==> src/design/serial_port_consts.svh <==
// Purpose: constants for the serial port control register zero block
// Assumes: 8-bit register port, byte addresses, one 200 MHz clock
// Notes: offsets, field positions, reset values and codes live here
`ifndef SERIAL_PORT_CONSTS_SVH
`define SERIAL_PORT_CONSTS_SVH

// register byte addresses
`define ADDR_CTRL0 8'h00
`define ADDR_TXDATA 8'h01
`define ADDR_PORT_DATA 8'h02
`define ADDR_PORT_DIR 8'h03
`define ADDR_IRQ_STATUS 8'h04
`define ADDR_IRQ_MASK 8'h05
`define ADDR_MODE 8'h06
`define ADDR_BRG 8'h07

// control register zero field positions
`define CTRL0_CLK_LO 0
`define CTRL0_CLK_HI 1
`define CTRL0_HS_SEL 2
`define CTRL0_TX_EMPTY 3
`define CTRL0_HS_DIS 4
`define CTRL0_BIT_ORDER 7

// reset values
`define CTRL0_RESET 8'h08
`define MODE_RESET 2'h2
`define BRG_RESET 8'h00
`define BYTE_ZERO 8'h00

// clock source codes
`define CLK_SRC_F1 2'h0
`define CLK_SRC_F8 2'h1
`define CLK_SRC_F32 2'h2

// prescaler terminal counts
`define F8_LAST 3'h7
`define F32_LAST 5'h1f

// frame modes
`define MODE_SYNC 2'h0
`define MODE_UART7 2'h1
`define MODE_UART8 2'h2
`define MODE_UART9 2'h3

// last data bit index per frame length
`define LAST_BIT7 4'h6
`define LAST_BIT8 4'h7
`define LAST_BIT9 4'h8

// interrupt status bit positions
`define IRQ_DONE 0
`define IRQ_BUF_EMPTY 1

`endif

==> src/design/serial_port_pkg.sv <==
// Purpose: shared types of the serial port control block
// Assumes: constants come from serial_port_consts.svh
// Notes: the control register travels as one packed struct
package serial_port_pkg;

    // control register zero, bit 7 down to bit 0
    typedef struct packed {
        logic bit_order;
        logic [1:0] reserved;
        logic hs_disable;
        logic tx_empty;
        logic hs_select;
        logic [1:0] clk_src;
    } ctrl0_type;

    // transmitter sequence
    typedef enum logic [1:0] {
        TX_IDLE,
        TX_START,
        TX_DATA,
        TX_STOP
    } tx_state_type;

endpackage

==> src/design/brg_divider.sv <==
// Purpose: prescaler and baud-rate generator producing a bit tick
// Assumes: divisor n gives one tick every n+1 source ticks
// Notes: the forbidden source code stops the tick altogether
`timescale 1ns/1ps
`include "serial_port_consts.svh"

module brg_divider #(
    parameter int DIV_W = 8
) (
    input wire logic clk_sys,
    input wire logic sys_rst,
    input wire logic [1:0] clk_src,
    input wire logic [DIV_W-1:0] divisor,
    output logic tick
);

    logic [4:0] pre_reg;
    logic [DIV_W-1:0] cnt_reg;
    logic src_tick;
    logic cnt_zero;

    // source select; code 11 yields no tick so a bad setting stalls safely
    assign src_tick = (clk_src == `CLK_SRC_F1) ? 1'b1 :
        (clk_src == `CLK_SRC_F8) ? (pre_reg[2:0] == `F8_LAST) :
        (clk_src == `CLK_SRC_F32) ? (pre_reg == `F32_LAST) :
        1'b0;
    assign cnt_zero = (cnt_reg == '0);

    // free running prescaler
    always_ff @(posedge clk_sys or posedge sys_rst) begin
        if (sys_rst) begin
            pre_reg <= 5'h00;
        end else begin
            pre_reg <= pre_reg + 5'h01;
        end
    end

    // reload counter; the tick is a flop so downstream sees a clean pulse
    always_ff @(posedge clk_sys or posedge sys_rst) begin
        if (sys_rst) begin
            cnt_reg <= '0;
            tick <= 1'b0;
        end else begin
            tick <= src_tick && cnt_zero;
            if (src_tick) begin
                cnt_reg <= cnt_zero ? divisor : cnt_reg - 1'b1;
            end
        end
    end

endmodule

==> src/design/serial_port_control_zero.sv <==
// Purpose: serial port with control register zero, transmitter and pin
// Assumes: register port strobes are one cycle long and synchronous
// Notes: the handshake pin and serial output are driven from flops
//
// The register offsets and the plain strobed port were decided locally.
`timescale 1ns/1ps
`include "serial_port_consts.svh"

module serial_port_control_zero #(
    parameter int DIV_W = 8
) (
    input wire logic clk_sys,
    input wire logic sys_rst,
    input wire logic [7:0] addr,
    input wire logic [7:0] wr_data,
    input wire logic wr_stb,
    input wire logic rd_stb,
    output logic [7:0] rd_data,
    output logic txd,
    input wire logic hs_pin_in,
    output logic hs_pin_out,
    output logic hs_pin_oe,
    output logic irq
);
    import serial_port_pkg::*;

    // software visible state
    serial_port_pkg::ctrl0_type ctrl_reg;
    logic [1:0] mode_reg;
    logic [DIV_W-1:0] brg_reg;
    logic port_data_reg;
    logic port_dir_reg;
    logic [1:0] irq_status_reg;
    logic [1:0] irq_mask_reg;

    // transmitter state
    serial_port_pkg::tx_state_type state_reg;
    serial_port_pkg::tx_state_type state_next;
    logic [8:0] shift_reg;
    logic [8:0] shift_next;
    logic [3:0] bit_cnt_reg;
    logic [3:0] bit_cnt_next;
    logic [7:0] buf_reg;
    logic buf_full_reg;
    logic tx_empty_reg;

    // pin input synchroniser, first stage read only by the second
    logic pin_meta_reg;
    logic pin_sync_reg;

    // decoded strobes
    wire wr_ctrl = wr_stb && (addr == `ADDR_CTRL0);
    wire wr_txdata = wr_stb && (addr == `ADDR_TXDATA);
    wire wr_port_data = wr_stb && (addr == `ADDR_PORT_DATA);
    wire wr_port_dir = wr_stb && (addr == `ADDR_PORT_DIR);
    wire wr_mask = wr_stb && (addr == `ADDR_IRQ_MASK);
    wire wr_mode = wr_stb && (addr == `ADDR_MODE);
    wire wr_brg = wr_stb && (addr == `ADDR_BRG);
    wire rd_status = rd_stb && (addr == `ADDR_IRQ_STATUS);

    // baud tick from the prescaler and generator
    logic bit_tick;

    brg_divider #(
        .DIV_W(DIV_W)
    ) u_brg (
        .clk_sys(clk_sys),
        .sys_rst(sys_rst),
        .clk_src(ctrl_reg.clk_src),
        .divisor(brg_reg),
        .tick(bit_tick)
    );

    // handshake decode
    wire hs_active = !ctrl_reg.hs_disable;
    wire cts_mode = hs_active && !ctrl_reg.hs_select;
    wire rts_mode = hs_active && ctrl_reg.hs_select;
    // clear-to-send is active low; relies on the pin being an input
    wire cts_ok = !cts_mode || !pin_sync_reg;

    // bit order only applies to 8-bit frames; other lengths stay lsb first
    wire order_ok = (mode_reg == `MODE_SYNC) ||
        (mode_reg == `MODE_UART8);
    wire msb_first = ctrl_reg.bit_order && order_ok;
    wire sync_mode = (mode_reg == `MODE_SYNC);

    // last data bit index for the frame length
    wire [3:0] last_bit = (mode_reg == `MODE_UART7) ? `LAST_BIT7 :
        (mode_reg == `MODE_UART9) ? `LAST_BIT9 : `LAST_BIT8;

    // transmit register empty tracks the shifter, not the buffer
    wire tx_idle = (state_reg == TX_IDLE);

    // a character is taken from the buffer on a tick while idle
    // while clear-to-send is high the character simply waits in the buffer
    wire load = bit_tick && (state_reg == TX_IDLE) && buf_full_reg && cts_ok;
    wire last_data = (bit_cnt_reg == last_bit);
    wire frame_done = bit_tick && (((state_reg == TX_DATA) && last_data &&
        sync_mode) || (state_reg == TX_STOP));

    // current serial bit; msb first in 8-bit frames reads bit 7
    wire data_bit = msb_first ? shift_reg[7] : shift_reg[0];

    // transmitter next state
    always_comb begin
        state_next = state_reg;
        shift_next = shift_reg;
        bit_cnt_next = bit_cnt_reg;
        case (state_reg)
            TX_IDLE: begin
                if (load) begin
                    shift_next = {1'b0, buf_reg};
                    bit_cnt_next = 4'h0;
                    state_next = sync_mode ? TX_DATA : TX_START;
                end
            end
            TX_START: begin
                if (bit_tick) begin
                    state_next = TX_DATA;
                end
            end
            TX_DATA: begin
                if (bit_tick) begin
                    shift_next = msb_first ? {shift_reg[7:0], 1'b0} :
                        {1'b0, shift_reg[8:1]};
                    bit_cnt_next = bit_cnt_reg + 4'h1;
                    if (last_data) begin
                        state_next = sync_mode ? TX_IDLE : TX_STOP;
                    end
                end
            end
            TX_STOP: begin
                if (bit_tick) begin
                    state_next = TX_IDLE;
                end
            end
            default: begin
                state_next = TX_IDLE;
            end
        endcase
    end

    // serial output level; idle and stop are mark
    wire txd_next = (state_reg == TX_START) ? 1'b0 :
        (state_reg == TX_DATA) ? data_bit : 1'b1;

    // pin: request-to-send overrides port data and direction
    // ready level is low while the buffer can take another character
    wire pin_out_next = rts_mode ? buf_full_reg : port_data_reg;
    wire pin_oe_next = rts_mode ? 1'b1 : port_dir_reg;

    // interrupt events set sticky bits; a set beats the clearing read,
    // so an event landing in the read cycle is never lost
    wire [1:0] irq_events;
    wire [1:0] irq_status_next;
    assign irq_events[`IRQ_DONE] = frame_done;
    assign irq_events[`IRQ_BUF_EMPTY] = load;

    // one sticky bit per event
    genvar gi;
    for (gi = 0; gi < 2; gi = gi + 1) begin : g_irq
        assign irq_status_next[gi] = irq_events[gi] ||
            (irq_status_reg[gi] && !rd_status);
    end

    // read data of control zero; reserved bits read zero
    wire [7:0] ctrl_rd = {ctrl_reg.bit_order, 2'b00, ctrl_reg.hs_disable,
        tx_empty_reg, ctrl_reg.hs_select, ctrl_reg.clk_src};

    // port data reads the latch when output, the pin level when input
    wire port_rd = port_dir_reg ? port_data_reg : pin_sync_reg;

    // read mux; unmapped addresses read zero
    wire [7:0] rd_mux =
        (addr == `ADDR_CTRL0) ? ctrl_rd :
        (addr == `ADDR_TXDATA) ? buf_reg :
        (addr == `ADDR_PORT_DATA) ? {7'h00, port_rd} :
        (addr == `ADDR_PORT_DIR) ? {7'h00, port_dir_reg} :
        (addr == `ADDR_IRQ_STATUS) ? {6'h00, irq_status_reg} :
        (addr == `ADDR_IRQ_MASK) ? {6'h00, irq_mask_reg} :
        (addr == `ADDR_MODE) ? {6'h00, mode_reg} :
        (addr == `ADDR_BRG) ? 8'(brg_reg) : `BYTE_ZERO;

    // synchroniser for the handshake pin; it resets high so clear-to-send
    // reads as not ready until the real pin level has been seen
    always_ff @(posedge clk_sys or posedge sys_rst) begin
        if (sys_rst) begin
            pin_meta_reg <= 1'b1;
            pin_sync_reg <= 1'b1;
        end else begin
            pin_meta_reg <= hs_pin_in;
            pin_sync_reg <= pin_meta_reg;
        end
    end

    // control register zero; the empty flag is not stored, so writes drop
    always_ff @(posedge clk_sys or posedge sys_rst) begin
        if (sys_rst) begin
            ctrl_reg <= `CTRL0_RESET;
        end else if (wr_ctrl) begin
            ctrl_reg.clk_src <= wr_data[`CTRL0_CLK_HI:`CTRL0_CLK_LO];
            ctrl_reg.hs_select <= wr_data[`CTRL0_HS_SEL];
            ctrl_reg.hs_disable <= wr_data[`CTRL0_HS_DIS];
            ctrl_reg.bit_order <= wr_data[`CTRL0_BIT_ORDER];
        end
    end

    // frame mode and baud divisor settings
    always_ff @(posedge clk_sys or posedge sys_rst) begin
        if (sys_rst) begin
            mode_reg <= `MODE_RESET;
            brg_reg <= DIV_W'(`BRG_RESET);
        end else begin
            if (wr_mode) mode_reg <= wr_data[1:0];
            if (wr_brg) brg_reg <= DIV_W'(wr_data);
        end
    end

    // port latch, port direction and interrupt mask
    always_ff @(posedge clk_sys or posedge sys_rst) begin
        if (sys_rst) begin
            port_data_reg <= 1'b0;
            port_dir_reg <= 1'b0;
            irq_mask_reg <= 2'b00;
        end else begin
            if (wr_port_data) port_data_reg <= wr_data[0];
            if (wr_port_dir) port_dir_reg <= wr_data[0];
            if (wr_mask) irq_mask_reg <= wr_data[1:0];
        end
    end

    // transmit buffer; a write in the load cycle keeps the buffer full
    always_ff @(posedge clk_sys or posedge sys_rst) begin
        if (sys_rst) begin
            buf_reg <= `BYTE_ZERO;
            buf_full_reg <= 1'b0;
        end else begin
            if (wr_txdata) buf_reg <= wr_data;
            buf_full_reg <= wr_txdata || (buf_full_reg && !load);
        end
    end

    // transmitter registers
    always_ff @(posedge clk_sys or posedge sys_rst) begin
        if (sys_rst) begin
            state_reg <= TX_IDLE;
            shift_reg <= 9'h000;
            bit_cnt_reg <= 4'h0;
        end else begin
            state_reg <= state_next;
            shift_reg <= shift_next;
            bit_cnt_reg <= bit_cnt_next;
        end
    end

    // empty flag registered so it falls and rises with the serial pin,
    // which lags the state by one clock; reads 1 out of reset
    always_ff @(posedge clk_sys or posedge sys_rst) begin
        if (sys_rst) begin
            tx_empty_reg <= 1'b1;
        end else begin
            tx_empty_reg <= tx_idle;
        end
    end

    // serial output flop; idle level is mark
    always_ff @(posedge clk_sys or posedge sys_rst) begin
        if (sys_rst) begin
            txd <= 1'b1;
        end else begin
            txd <= txd_next;
        end
    end

    // pin drive flops; released out of reset so the pin starts as input
    always_ff @(posedge clk_sys or posedge sys_rst) begin
        if (sys_rst) begin
            hs_pin_out <= 1'b0;
            hs_pin_oe <= 1'b0;
        end else begin
            hs_pin_out <= pin_out_next;
            hs_pin_oe <= pin_oe_next;
        end
    end

    // interrupt status and line; the line looks at the next status so it
    // rises in the same cycle as the sticky bit
    always_ff @(posedge clk_sys or posedge sys_rst) begin
        if (sys_rst) begin
            irq_status_reg <= 2'b00;
            irq <= 1'b0;
        end else begin
            irq_status_reg <= irq_status_next;
            irq <= |(irq_status_next & irq_mask_reg);
        end
    end

    // read data stand for one cycle only, zero otherwise
    always_ff @(posedge clk_sys or posedge sys_rst) begin
        if (sys_rst) begin
            rd_data <= `BYTE_ZERO;
        end else begin
            rd_data <= rd_stb ? rd_mux : `BYTE_ZERO;
        end
    end

endmodule

==> config.mk <==
export PLATFORM = sky130hd
export DESIGN_NAME = serial_port_control_zero
export DESIGN_NICKNAME = d
export VERILOG_FILES = /design/src/design/serial_port_pkg.sv /design/src/design/brg_divider.sv /design/src/design/serial_port_control_zero.sv
export VERILOG_INCLUDE_DIRS = /design/src /design/src/design
export SDC_FILE = /design/constraint.sdc
export NUM_CORES = 1
export LEC_CHECK = 0
export BUFFER_PORTS_ARGS = -buffer_cell sky130_fd_sc_hd__buf_4
export CORE_MARGIN = 2
export CORE_UTILIZATION = 35
export DETAILED_ROUTE_END_ITERATION = 16
export SYNTH_ARGS = -nofsm -noshare
export SYNTH_HDL_FRONTEND = slang
export SYNTH_HIERARCHICAL = 1
export SYNTH_SLANG_ARGS = --single-unit
==> constraint.sdc <==
create_clock -name clk_sys -period 5.8 [get_ports clk_sys]
set_input_delay 0.29 -clock clk_sys [delete_from_list [all_inputs] [get_ports clk_sys]]
set_output_delay 0.29 -clock clk_sys [all_outputs]
set_load 0.03 [all_outputs]
# Yosys cells after proc, flatten, opt, wreduce, memory -nomap -nowiden
# Index checks and enable logic that the tools add are counted.
# classes
bitwise_logic	1
div_mod_pow	0
shifts	0
muxes	36
n_addsub	3
order_cmp	0
eq_ne	23
multipliers	0
n_reduce_logical	42
# op_table
cell	count
8-bit two-way mux	10
8-bit by 3-bit equality test with 1-bit output (second input constant)	4
9-bit two-way mux	3
1-bit logical AND	21
9-bit one-hot mux with 2 select lines	1
8-bit by 2-bit equality test with 1-bit output (second input constant)	2
8-bit zero test	2
4-bit two-way mux	4
2-bit two-way mux	7
2-bit equality test (second input constant)	5
1-bit two-way mux	9
8-bit by 1-bit equality test with 1-bit output (second input constant)	1
2-bit by 1-bit inequality test with 1-bit output (second input constant)	4
2-bit one-hot mux with 4 select lines	1
4-bit one-hot mux with 2 select lines	1
8-bit by 1-bit subtractor with 8-bit output (second input constant)	1
2-bit by 1-bit equality test with 1-bit output (second input constant)	3
1-bit zero test	6
2-bit zero test	3
1-bit logical OR	6
5-bit by 1-bit adder with 5-bit output (second input constant)	1
5-bit equality test (second input constant)	1
5-bit AND reduction	1
4-bit by 1-bit adder with 4-bit output (second input constant)	1
other kinds (7)	7
# totals
elab_cells	131
romBits	0
inputBits	21
latchBits	0
memories	0
ramBits	0
out_inout_bits	12
register_bits	74

# Logic depth before layout (Yosys ltp)
# Gate-level depths: netlist of the first run.
# logic_depth
word_depth	11
depth_mapped	8
mapped_depth_nobuf	7

# Hierarchy
# Netlist of the first run, hierarchy kept.
# modules_own_cells
mod	cells_each	seq_area_each_um2	instances	area_each_um2
serial_port_control_zero	240	1507.7	1	2820.2
brg_divider	72	350.3	1	752.0

# Worst setup path before layout of the first run
# OpenSTA, ideal clock, no wires.
# synth_path
kind	register to register
from	reg u_brg.cnt_reg[0]
to	reg u_brg.cnt_reg[1]
synth_period_minus_slack_ps	1805
path_buffers	1
arrival_time_ps	1713
path_stages_with_launch	8
setup_ps	92
path_slack_ps	3995
required_ps	5708
cell_sequence	dfrtp_1 -> inv_1 -> ha_1 -> or4b_4 -> or2_4 -> buf_6 -> and2_4 -> o31ai_2
# synth_between
elab_chain_len	2
word_cells_on_any_way	3
classes_between	add/sub: 1; mux: 1; reduce/logical: 1
# synth_rtl
item	line_no	rtl
from (decl)	brg_divider.sv:18	logic [DIV_W-1:0] cnt_reg;
from (signal assigned)	brg_divider.sv:46	cnt_reg <= cnt_zero ? divisor : cnt_reg - 1'b1;
8-bit by 1-bit subtractor with 8-bit output or 8-bit zero test (tied branches)	brg_divider.sv:46, brg_divider.sv:27	
8-bit two-way mux (*)	brg_divider.sv:46	
# Every way passes the cells marked *; elsewhere a longest branch is shown, timed or not.
# A chain may end at the register's enable or synchronous reset.

# Worst setup path in the final report of the first run
# layout_path
from	reg mode_reg[0]
to	reg shift_reg[4]
# layout_between
elab_chain_len	6
word_cells_on_any_way	7
classes_between	eq/ne: 1; mux: 3; reduce/logical: 3
# layout_rtl
item	line_no	rtl
from (decl)	serial_port_control_zero.sv:29	logic [1:0] mode_reg;
from (signal assigned)	serial_port_control_zero.sv:211	mode_reg <= `MODE_RESET;
from (signal assigned)	serial_port_control_zero.sv:214	if (wr_mode) mode_reg <= wr_data[1:0];
2-bit equality test (no source line) or 2-bit zero test (tied branches)	n/a	
1-bit logical OR (*)	serial_port_control_zero.sv:82	wire order_ok = (mode_reg == `MODE_SYNC) ||
1-bit logical AND (*)	serial_port_control_zero.sv:84	wire msb_first = ctrl_reg.bit_order && order_ok;
9-bit two-way mux (*)	serial_port_control_zero.sv:124	shift_next = msb_first ? {shift_reg[7:0], 1'b0} :
9-bit two-way mux (*)	serial_port_control_zero.sv:123	if (bit_tick) begin
9-bit one-hot mux with 2 select lines (*)	serial_port_control_zero.sv:109	case (state_reg)
to (signal assigned)	serial_port_control_zero.sv:251	shift_reg <= shift_next;
to (decl)	serial_port_control_zero.sv:39	logic [8:0] shift_reg;
# Every way passes the cells marked *; elsewhere a longest branch is shown, timed or not. The select of a mux whose other input is x is not followed.

==> results.sh, run 1 <==
export IMPL_placed_cells=467
export IMPL_max_stage_delay_ps=800
export IMPL_slowest_stage="nor2b_1"
export IMPL_ys_top_cells_by_area="dfrtp_1 48%, mux2_2 10%, dfstp_2 3.7%"
export IMPL_setup_viol=0
export IMPL_viasPerCell=5.178
export IMPL_grt_usage=0.1511
export IMPL_switching_share=0.2788
export IMPL_die_h_um=105.0
export IMPL_worstPathArrival_ps=2240
export IMPL_layout_common_cells="69 x dfrtp_1, 33 x buf_4, 32 x mux2_2"
export IMPL_path_clk_slew_ps=70
export IMPL_dpl_hpwl_mm=5.713
export IMPL_synth_adder_area_share=0.02102
export IMPL_yosysWarnings=6
export IMPL_finalPower_mw=1.261
export IMPL_grt_max_degree=61
export IMPL_p_sw_uw=351.6
export IMPL_drv_slew=0
export IMPL_ys_types=59
export IMPL_routed_wl_mm=7.774
export IMPL_register_area_mm2=0.001858
export IMPL_worst_pin_slew_ps=1005
export IMPL_layout_drive_gt1_share=0.2877
export IMPL_hold_viol_final=0
export IMPL_slew_headroom=0.3288
export IMPL_p_int_uw=909.7
export IMPL_cts_setup_buffers=0
export IMPL_ctsLongestPathBuffers=2
export IMPL_status="finished, final reports clean"
export IMPL_clock_latency_ps=350
export IMPL_p_comb_frac=0.164
export IMPL_wire_per_inst_um=16.06
export IMPL_rows=36
export IMPL_cts_sinks=74
export IMPL_async_flop_share=1.000
export IMPL_routabilityCongestion=0.8295
export IMPL_post_route_period_util=0.3441
export IMPL_drv_cap=0
export IMPL_crit_type="reg2reg"
export IMPL_synth_avg_cell_area_um2=11.45
export IMPL_final_setup_tns_ps=0
export IMPL_synth_mux_area_frac=0.1380
export IMPL_antenna_found_initial=0
export IMPL_skew_ps=8.501
export IMPL_multiInputGateArea_mm2=0.001597
export IMPL_placed_cell_area_mm2=0.003933
export IMPL_fmax_mhz=501.1
export IMPL_syn_inst=312
export IMPL_antennaDiodeCount=0
export IMPL_post_route_min_period_ps=1996
export IMPL_area_growth_pct=16.39
export IMPL_drc_errors=0
export IMPL_htree_num_levels=3
export IMPL_ir_drop_uv=115.4
export IMPL_cp_cell_sequence="nor2b_1, mux2i_1, o21ai_0, mux2_2"
export IMPL_grt_pass1_wl_mm=12.71
export IMPL_hold_worst_slack_ps=40.82
export IMPL_rsz0062_at_grt="false"
export IMPL_grt_pass1_vias=2465
export IMPL_ys_seq_elements=74
export IMPL_required_ps=6040
export IMPL_drtAntennaViolNets=0
export IMPL_pwr_share_clk=0.335
export IMPL_root_buffer="clkbuf_8"
export IMPL_total_leakage_power_nw=1.931
export IMPL_numCtsBuffers=9
export IMPL_p_per_area_mw_per_mm2=303.4
export IMPL_gr_total_overflow=0
export IMPL_worst_hold_path_type="in2reg"
export IMPL_synthXorXnorAreaFrac=0.004904
export IMPL_syn_nets=339
export IMPL_synth_flop_cell="dfrtp_1"
export IMPL_final_area_mm2=0.004158
export IMPL_vias=2506
export IMPL_cts_tree="done"
export IMPL_synth_top_area_cell="dfrtp_1"
export IMPL_seqPwrFrac=0.501
export IMPL_ios=33
export IMPL_io_buffer_count=32
export IMPL_syn_area_mm2=0.003572
export IMPL_critPathMaxFanout=10
export IMPL_synth_edf_count=0
export IMPL_synth_top_family_by_area="simple AND/OR/NAND/NOR gates"
export IMPL_largest_reg_flops=9
export IMPL_drt_initial_drc_count=128
export IMPL_critPathLaunchType="register"
export IMPL_final_common_cell="dfrtp_1"
export IMPL_synthSimpleGateAreaFrac=0.1629
export IMPL_finalNetCount=373
export IMPL_die_x_um=105.0
export IMPL_synth_compound_area_frac=0.1201
export IMPL_die_area_mm2=0.01103
export IMPL_start_util=0.3638
export IMPL_cp_end_kind="register"
export IMPL_seq_area_frac_synth=0.5201
export IMPL_synth_top_area_share=0.4834
export IMPL_firstDrtPassIters=4
export IMPL_fillers=989
export IMPL_core_mm2=0.009819
export IMPL_final_cells=484
-- through the flow --
stage	setup WS (ps)	utilization
CTS	3807	0.4234
detailed placement	3764	0.4005
floorplan	3995	-
global placement	3829	0.4005
global route	3723	0.4234
finish	3804	0.4234
-- final timing paths --
check                                   startpoint                          to  slack (ps)  cells after the start
max                        mode_reg[0]$_DFFE_PP0P_    shift_reg[4]$_DFFE_PP0P_        3800                      4
min                                      hs_pin_in      pin_meta_reg$_DFF_PP1_          40                      1
max reg2reg                mode_reg[0]$_DFFE_PP0P_    shift_reg[4]$_DFFE_PP0P_        3800                      4
min reg2reg                 pin_meta_reg$_DFF_PP1_      pin_sync_reg$_DFF_PP1_         370                      0
max in group asynchronous                  sys_rst  bit_cnt_reg[3]$_DFFE_PP0P_        4590                      4
min in group asynchronous                  sys_rst  u_brg/pre_reg[4]$_DFF_PP0_         550                      3
-- layout make-up --
cell class	count	share of cell area
Sequential cell	74	0.4469
Multi-Input combinational cell	210	0.3840
Timing Repair Buffer	34	0.06199
Clock buffer	13	0.04063
Tap cell	133	0.04002
Inverter	17	0.01535
Clock inverter	3	0.01113
-- synthesized netlist by cell type (2+ instances only) --
master,n
nand2_1,15
o22ai_1,5
mux2_2,32
nor4bb_1,2
nor3b_1,2
a221o_1,3
o21ai_0,15
a21oi_1,14
ha_1,6
dfrtp_1,69
mux2i_1,11
clkbuf_1,5
and3_1,2
dfstp_2,5
nand2b_1,9
nand4b_1,3
nand3b_1,3
nand3_1,4
buf_2,4
nor2b_1,5
a21o_1,2
a22oi_1,6
or3_1,4
a22o_1,4
nor2_1,23
nor3_1,9
inv_1,17
o2bb2ai_1,2
-- routing by layer --
metal,global-route usage,part of all wire,vias to the layer above
li1,-,-,1197
met1,0.2052,0.48,1236
met2,0.2236,0.46,63
met3,0.04242,0.047,10
met4,0.06857,0.016,0
met5,0,0,-
-- power by group through the flow --
stage	logic (mW)	clock network, mW	registers, mW
2_1_floorplan	0.158	0	0.625
3_3_place_gp	0.202	0	0.638
3_5_place_dp	0.206	0	0.640
4_1_cts	0.208	0.440	0.631
5_1_grt	0.233	0.459	0.640
6_report	0.207	0.423	0.631
-- critical path, delay by kind of cell, from the launching register on --
kind / cells / cell delay, ps
AOI/OAI and AO/OA: 1 / 110
and+or+nand+nor: 1 / 800
DFF: 1 / 440
muxes: 2 / 530
-- kinds of logic (layout without fill, tap and decap cells) --
family          after synthesis  count (layout)
mux                          44              44
fa+ha+maj                     6               6
buf+inv                      28              67
flops                        74              74
compound gates               63              63
simple gates                 95              95
xor+xnor                      2               2
-- what timing repair did --
| item | in CTS | in global routing |
|---|---|---|
| gates resized for setup | 0 | 0 |
| hold buffers | 1 | 0 |
| endpoints found under the hold margin | 2 | 0 |
Note: power is estimated with default switching activity, not from simulation.
==> run 2, diff against run 1 <==
==> constraint.sdc (replaced) <==
create_clock -name clk_sys -period 1.8 [get_ports clk_sys]
set_input_delay 0.09 -clock clk_sys [delete_from_list [all_inputs] [get_ports clk_sys]]
set_output_delay 0.09 -clock clk_sys [all_outputs]
set_load 0.03 [all_outputs]
==> run 2 against run 1 <==
Against the previous run: the run now ends with setup timing left; clock power grew to 3.8 times the previous value; first-iteration DRC count up 29%; routed wire length increased by 7.6%; critical path type unchanged; highest routed layer unchanged.
==> results.sh, run 2 (synthesis gave the netlist of run 1 again) <==
export IMPL_firstDrtPassIters=4
export IMPL_root_buffer="clkbuf_8"
export IMPL_slowest_stage="or4b_4"
export IMPL_core_mm2=0.009819
export IMPL_worstPathArrival_ps=2120
export IMPL_grt_usage=0.1581
export IMPL_largest_reg_flops=9
export IMPL_wire_per_inst_um=16.09
export IMPL_setup_viol=4
export IMPL_worst_hold_path_type="in2reg"
export IMPL_preCtsSetupSlack_ps=-66.85
export IMPL_rows=36
export IMPL_dpl_hpwl_mm=5.970
export IMPL_required_ps=2050
export IMPL_gr_total_overflow=0
export IMPL_skew_ps=8.633
export IMPL_post_route_period_util=1.042
export IMPL_finish_utilization=0.4648
export IMPL_antenna_found_initial=0
export IMPL_io_buffer_count=32
export IMPL_critPathMaxFanout=7
export IMPL_max_stage_delay_ps=450
export IMPL_final_area_mm2=0.004564
export IMPL_die_h_um=105.0
export IMPL_status="finished with violations"
export IMPL_area_growth_pct=27.78
export IMPL_grt_busiest_layer="met2"
export IMPL_worst_pin_slew_ps=560.1
export IMPL_met2_usage=0.2361
export IMPL_start_util=0.3638
export IMPL_die_x_um=105.0
export IMPL_finalNetCount=409
export IMPL_drc_errors=0
export IMPL_ir_drop_uv=355.5
export IMPL_p_per_area_mw_per_mm2=1013
export IMPL_routabilityCongestion=0.8274
export IMPL_rsz0062_at_grt="true"
export IMPL_finalPower_mw=4.622
export IMPL_ios=33
export IMPL_grt_max_degree=40
export IMPL_crit_type="reg2reg"
export IMPL_layout_drive_gt1_share=0.3669
export IMPL_grt_pass1_wl_mm=13.31
export IMPL_hold_worst_slack_ps=25.74
export IMPL_htree_num_levels=3
export IMPL_layout_common_cells="69 x dfrtp_1, 58 x buf_4, 32 x mux2_2"
export IMPL_violations="setup timing"
export IMPL_die_area_mm2=0.01103
export IMPL_globalRouteMet3Util=0.03119
export IMPL_hold_path_depth=2
export IMPL_total_leakage_power_nw=2.145
export IMPL_grt_pass1_vias=2584
export IMPL_ctsLongestPathBuffers=2
export IMPL_viasPerCell=5.144
export IMPL_routed_wl_mm=8.368
export IMPL_drv_cap=0
export IMPL_cts_sinks=74
export IMPL_path_clk_slew_ps=80
export IMPL_cp_end_kind="register"
export IMPL_hold_viol_final=0
export IMPL_grtUsageMet1=0.2263
export IMPL_layout_setup_ws_ps=-75.06
export IMPL_drt_initial_drc_count=165
export IMPL_cts_tree="done"
export IMPL_antennaDiodeCount=0
export IMPL_cp_cell_sequence="inv_2, ha_4, or4b_4, or2_4, o22a_2, o22a_1"
export IMPL_vias=2675
export IMPL_post_route_min_period_ps=1875
export IMPL_fmax_mhz=533.3
export IMPL_reg2reg_depth=6
export IMPL_drv_slew=0
export IMPL_numCtsBuffers=9
export IMPL_slew_headroom=0.6262
export IMPL_final_common_cell="dfrtp_1"
export IMPL_fillers=934
export IMPL_placed_cell_area_mm2=0.004115
export IMPL_drtAntennaViolNets=0
export IMPL_critPathLaunchType="register"
export IMPL_clock_latency_ps=350
==> run 2: stage by stage <==
step	setup TNS (ps)	instances
global route	-508.4	520
floorplan	-5.097	312
CTS	-208.6	514
detailed placement	-249.7	488
finish	-204.9	520
global placement	-95.43	488
==> run 2: cell type report <==
| cell class | count | area, µm² | share of cell area |
|---|---|---|---|
| clock inverters | 5 | 100.1 | 0.02193 |
| inverters | 17 | 63.81 | 0.01398 |
| repair buffers | 69 | 568.0 | 0.1245 |
| clock buffers | 11 | 151.4 | 0.03317 |
| well taps | 133 | 166.4 | 0.03646 |
| multi-input cells | 211 | 1657 | 0.3629 |
| flip-flops and latches | 74 | 1858 | 0.4071 |
==> run 2: worst paths after layout <==
check                                             start                            to  slack [ps]
max                        u_brg/cnt_reg[0]$_DFFE_PP0P_  u_brg/cnt_reg[7]$_DFFE_PP0P_         -80
min                                          wr_data[4]        ctrl_rd[4]$_DFFE_PP0P_          30
max reg2reg                u_brg/cnt_reg[0]$_DFFE_PP0P_  u_brg/cnt_reg[7]$_DFFE_PP0P_         -80
min reg2reg                      pin_meta_reg$_DFF_PP1_        pin_sync_reg$_DFF_PP1_         360
max in group asynchronous                       sys_rst        pin_sync_reg$_DFF_PP1_         840
min in group asynchronous                       sys_rst          hs_pin_out$_DFF_PP0_         330
==> run 2: worst max-delay path: cells and delay by family, from the launching register on <==
kind / cells / cell delay (ps)
AND/OR/NAND/NOR: 2 / 730
flip-flops: 1 / 400
AO/OA/AOI/OAI: 2 / 400
adder cells (fa/ha/maj): 1 / 130
buffers and inverters: 1 / 90
==> run 2: what timing repair did <==
item,CTS,global route
pin swaps,4,4
resized for setup,6,12
gates cloned,0,1
hold buffers,6,1
hold endpoints to repair,43,2
setup buffers,4,4
setup endpoints to repair,6,13
==> run 2: metal layers <==
metal / wire, µm / up-vias
li1: - / 1271
met1: 4078 / 1324
met2: 3797 / 69
met3: 362 / 11
met4: 130 / 0
met5: 0 / -
==> run 2: report_power, final <==
group / leakage, nW / switching (mW) / internal [mW]
registers: 0.974 / 0.158 / 1.85
logic: 1.04 / 0.458 / 0.548
clock network: 0.129 / 0.617 / 0.992
==> run 3, diff against run 2 <==
--- a/config.mk
+++ b/config.mk
@@ -6,10 +6,10 @@
 export SDC_FILE = /design/constraint.sdc
 export NUM_CORES = 1
 export LEC_CHECK = 0
-export BUFFER_PORTS_ARGS = -buffer_cell sky130_fd_sc_hd__buf_4
 export CORE_MARGIN = 2
-export CORE_UTILIZATION = 35
+export CORE_UTILIZATION = 43
 export DETAILED_ROUTE_END_ITERATION = 16
+export DONT_BUFFER_PORTS = 1
 export SYNTH_ARGS = -nofsm -noshare
 export SYNTH_HDL_FRONTEND = slang
 export SYNTH_HIERARCHICAL = 1
==> run 3 against run 2 <==
Against the previous run: the run still ends with setup timing left; non-clock buffer count decreased by 30; sequential share of layout area rose by 3.3 points; die area decreased by 18%; sequential power about the same; clock skew up 1.9 ps; power fell by 11%; global-route usage increased by 3.6 points; critical path type unchanged; critical endpoint unchanged; highest routed layer unchanged.
==> results.sh, run 3 (synthesis gave the netlist of run 1 again) <==
export IMPL_drv_cap=0
export IMPL_path_buf_inv=1
export IMPL_wire_per_inst_um=17.50
export IMPL_antennaDiodeCount=0
export IMPL_final_cells=461
export IMPL_area_growth_pct=18.18
export IMPL_io_buffer_count=0
export IMPL_final_setup_tns_ps=-313.1
export IMPL_die_x_um=95.15
export IMPL_die_area_mm2=0.009053
export IMPL_met3WireLength_um=550
export IMPL_ctsLongestPathBuffers=2
export IMPL_ios=33
export IMPL_vias=2563
export IMPL_drv_slew=0
export IMPL_worst_pin_slew_ps=578.1
export IMPL_root_buffer="clkbuf_8"
export IMPL_reg2reg_slack_ps=-90
export IMPL_layout_setup_ws_ps=-88.40
export IMPL_worst_hold_path_type="in2reg"
export IMPL_status="finished with violations"
export IMPL_drtAntennaViolNets=0
export IMPL_die_h_um=95.15
export IMPL_required_ps=2030
export IMPL_path_clk_slew_ps=80
export IMPL_critPathLaunchType="register"
export IMPL_rsz0062_at_grt="true"
export IMPL_critPathMaxFanout=7
export IMPL_slew_headroom=0.6142
export IMPL_post_route_min_period_ps=1888
export IMPL_core_mm2=0.008134
export IMPL_cp_end_kind="register"
export IMPL_ir_drop_uv=435.2
export IMPL_finalPower_mw=4.107
export IMPL_finalNetCount=378
export IMPL_setup_viol=7
export IMPL_fmax_mhz=529.5
export IMPL_finish_utilization=0.5190
export IMPL_wl_met2_mm=3.544
export IMPL_htree_num_levels=3
export IMPL_layout_common_cells="69 x dfrtp_1, 32 x mux2_2, 24 x buf_4"
export IMPL_viasPerCell=5.560
export IMPL_max_stage_delay_ps=470
export IMPL_preCtsSetupSlack_ps=-68.10
export IMPL_post_route_period_util=1.049
export IMPL_crit_type="reg2reg"
export IMPL_rows=33
export IMPL_hold_viol_final=0
export IMPL_skew_ps=10.52
export IMPL_antenna_found_initial=0
export IMPL_p_per_area_mw_per_mm2=972.9
export IMPL_grt_pass1_wl_mm=13.15
export IMPL_maxUsedRoutingLayer="met4"
export IMPL_layout_drive_gt1_share=0.2949
export IMPL_placed_cell_area_mm2=0.003835
export IMPL_cts_tree="done"
export IMPL_gr_total_overflow=0
export IMPL_routed_wl_mm=8.069
export IMPL_slowest_stage="or4b_4"
export IMPL_largest_reg_flops=9
export IMPL_grt_usage=0.1943
export IMPL_drc_errors=0
export IMPL_start_util=0.4392
export IMPL_final_area_mm2=0.004222
export IMPL_violations="setup timing"
export IMPL_total_leakage_power_nw=1.939
export IMPL_grt_pass1_vias=2537
export IMPL_cp_cell_sequence="inv_2, ha_4, or4b_4, or2_4, o22a_2, o22a_1"
export IMPL_clock_latency_ps=340
export IMPL_drt_initial_drc_count=152
export IMPL_worstPathArrival_ps=2120
export IMPL_firstDrtPassIters=4
export IMPL_final_common_cell="dfrtp_1"
export IMPL_cts_sinks=74
export IMPL_crit_family="simple AND/OR/NAND/NOR gates"
export IMPL_routabilityCongestion=0.8862
export IMPL_placed_cells=429
export IMPL_grt_max_degree=43
export IMPL_wl_met1_mm=3.875
export IMPL_numCtsBuffers=9
export IMPL_hold_worst_slack_ps=18.76
export IMPL_dpl_hpwl_mm=5.842
[run 3: cell types whose count changed in the layout (fill, tap and decap cells not counted), sizes merged]
cell         before  now
clkinvlp          0    1
a21o              3    2
clkbuf           11   12
dlygate4sd3       7   13
bufinv            3    0
clkinv            2    3
buf              62   26
[run 3: routing by layer]
layer  GRT usage  up-vias
li1            -     1208
met1      0.2859     1265
met2      0.2764       81
met3     0.05059        9
met4     0.06763        0
met5           0        -
[run 3: what timing repair did]
| action | CTS | global route |
|---|---|---|
| pin swaps | 3 | 3 |
| hold buffers | 13 | 0 |
| endpoints found under the hold margin | 63 | 0 |
| setup buffers | 2 | 1 |
| setup endpoints to repair | 8 | 8 |
| resized for setup | 10 | 5 |
| gates cloned | 0 | 0 |
[run 3: layout make-up]
cell class / instances / area, µm²
clock buffer: 12 / 155.1
multi-input combinational: 210 / 1645
sequential: 74 / 1858
timing repair buffer: 39 / 341.6
inverter: 17 / 63.81
clock inverter: 4 / 26.28
fill: 710 / 3913
tap: 105 / 131.4
[run 3: final timing paths]
check,depth (start not counted),to,startpoint
setup / recovery,6,u_brg/cnt_reg[7]$_DFFE_PP0P_,u_brg/cnt_reg[0]$_DFFE_PP0P_
hold / removal,2,rd_data[5]$_DFF_PP0_,rd_stb
setup reg to reg,6,u_brg/cnt_reg[7]$_DFFE_PP0P_,u_brg/cnt_reg[0]$_DFFE_PP0P_
hold reg to reg,0,pin_sync_reg$_DFF_PP1_,pin_meta_reg$_DFF_PP1_
max in group asynchronous,3,pin_meta_reg$_DFF_PP1_,sys_rst
min in group asynchronous,2,rd_data[3]$_DFF_PP0_,sys_rst
[run 3: where the power goes]
part / internal (mW) / switching, mW / total (mW)
Combinational: 0.492 / 0.413 / 0.904
Sequential: 1.85 / 0.171 / 2.02
Clock: 0.574 / 0.608 / 1.18
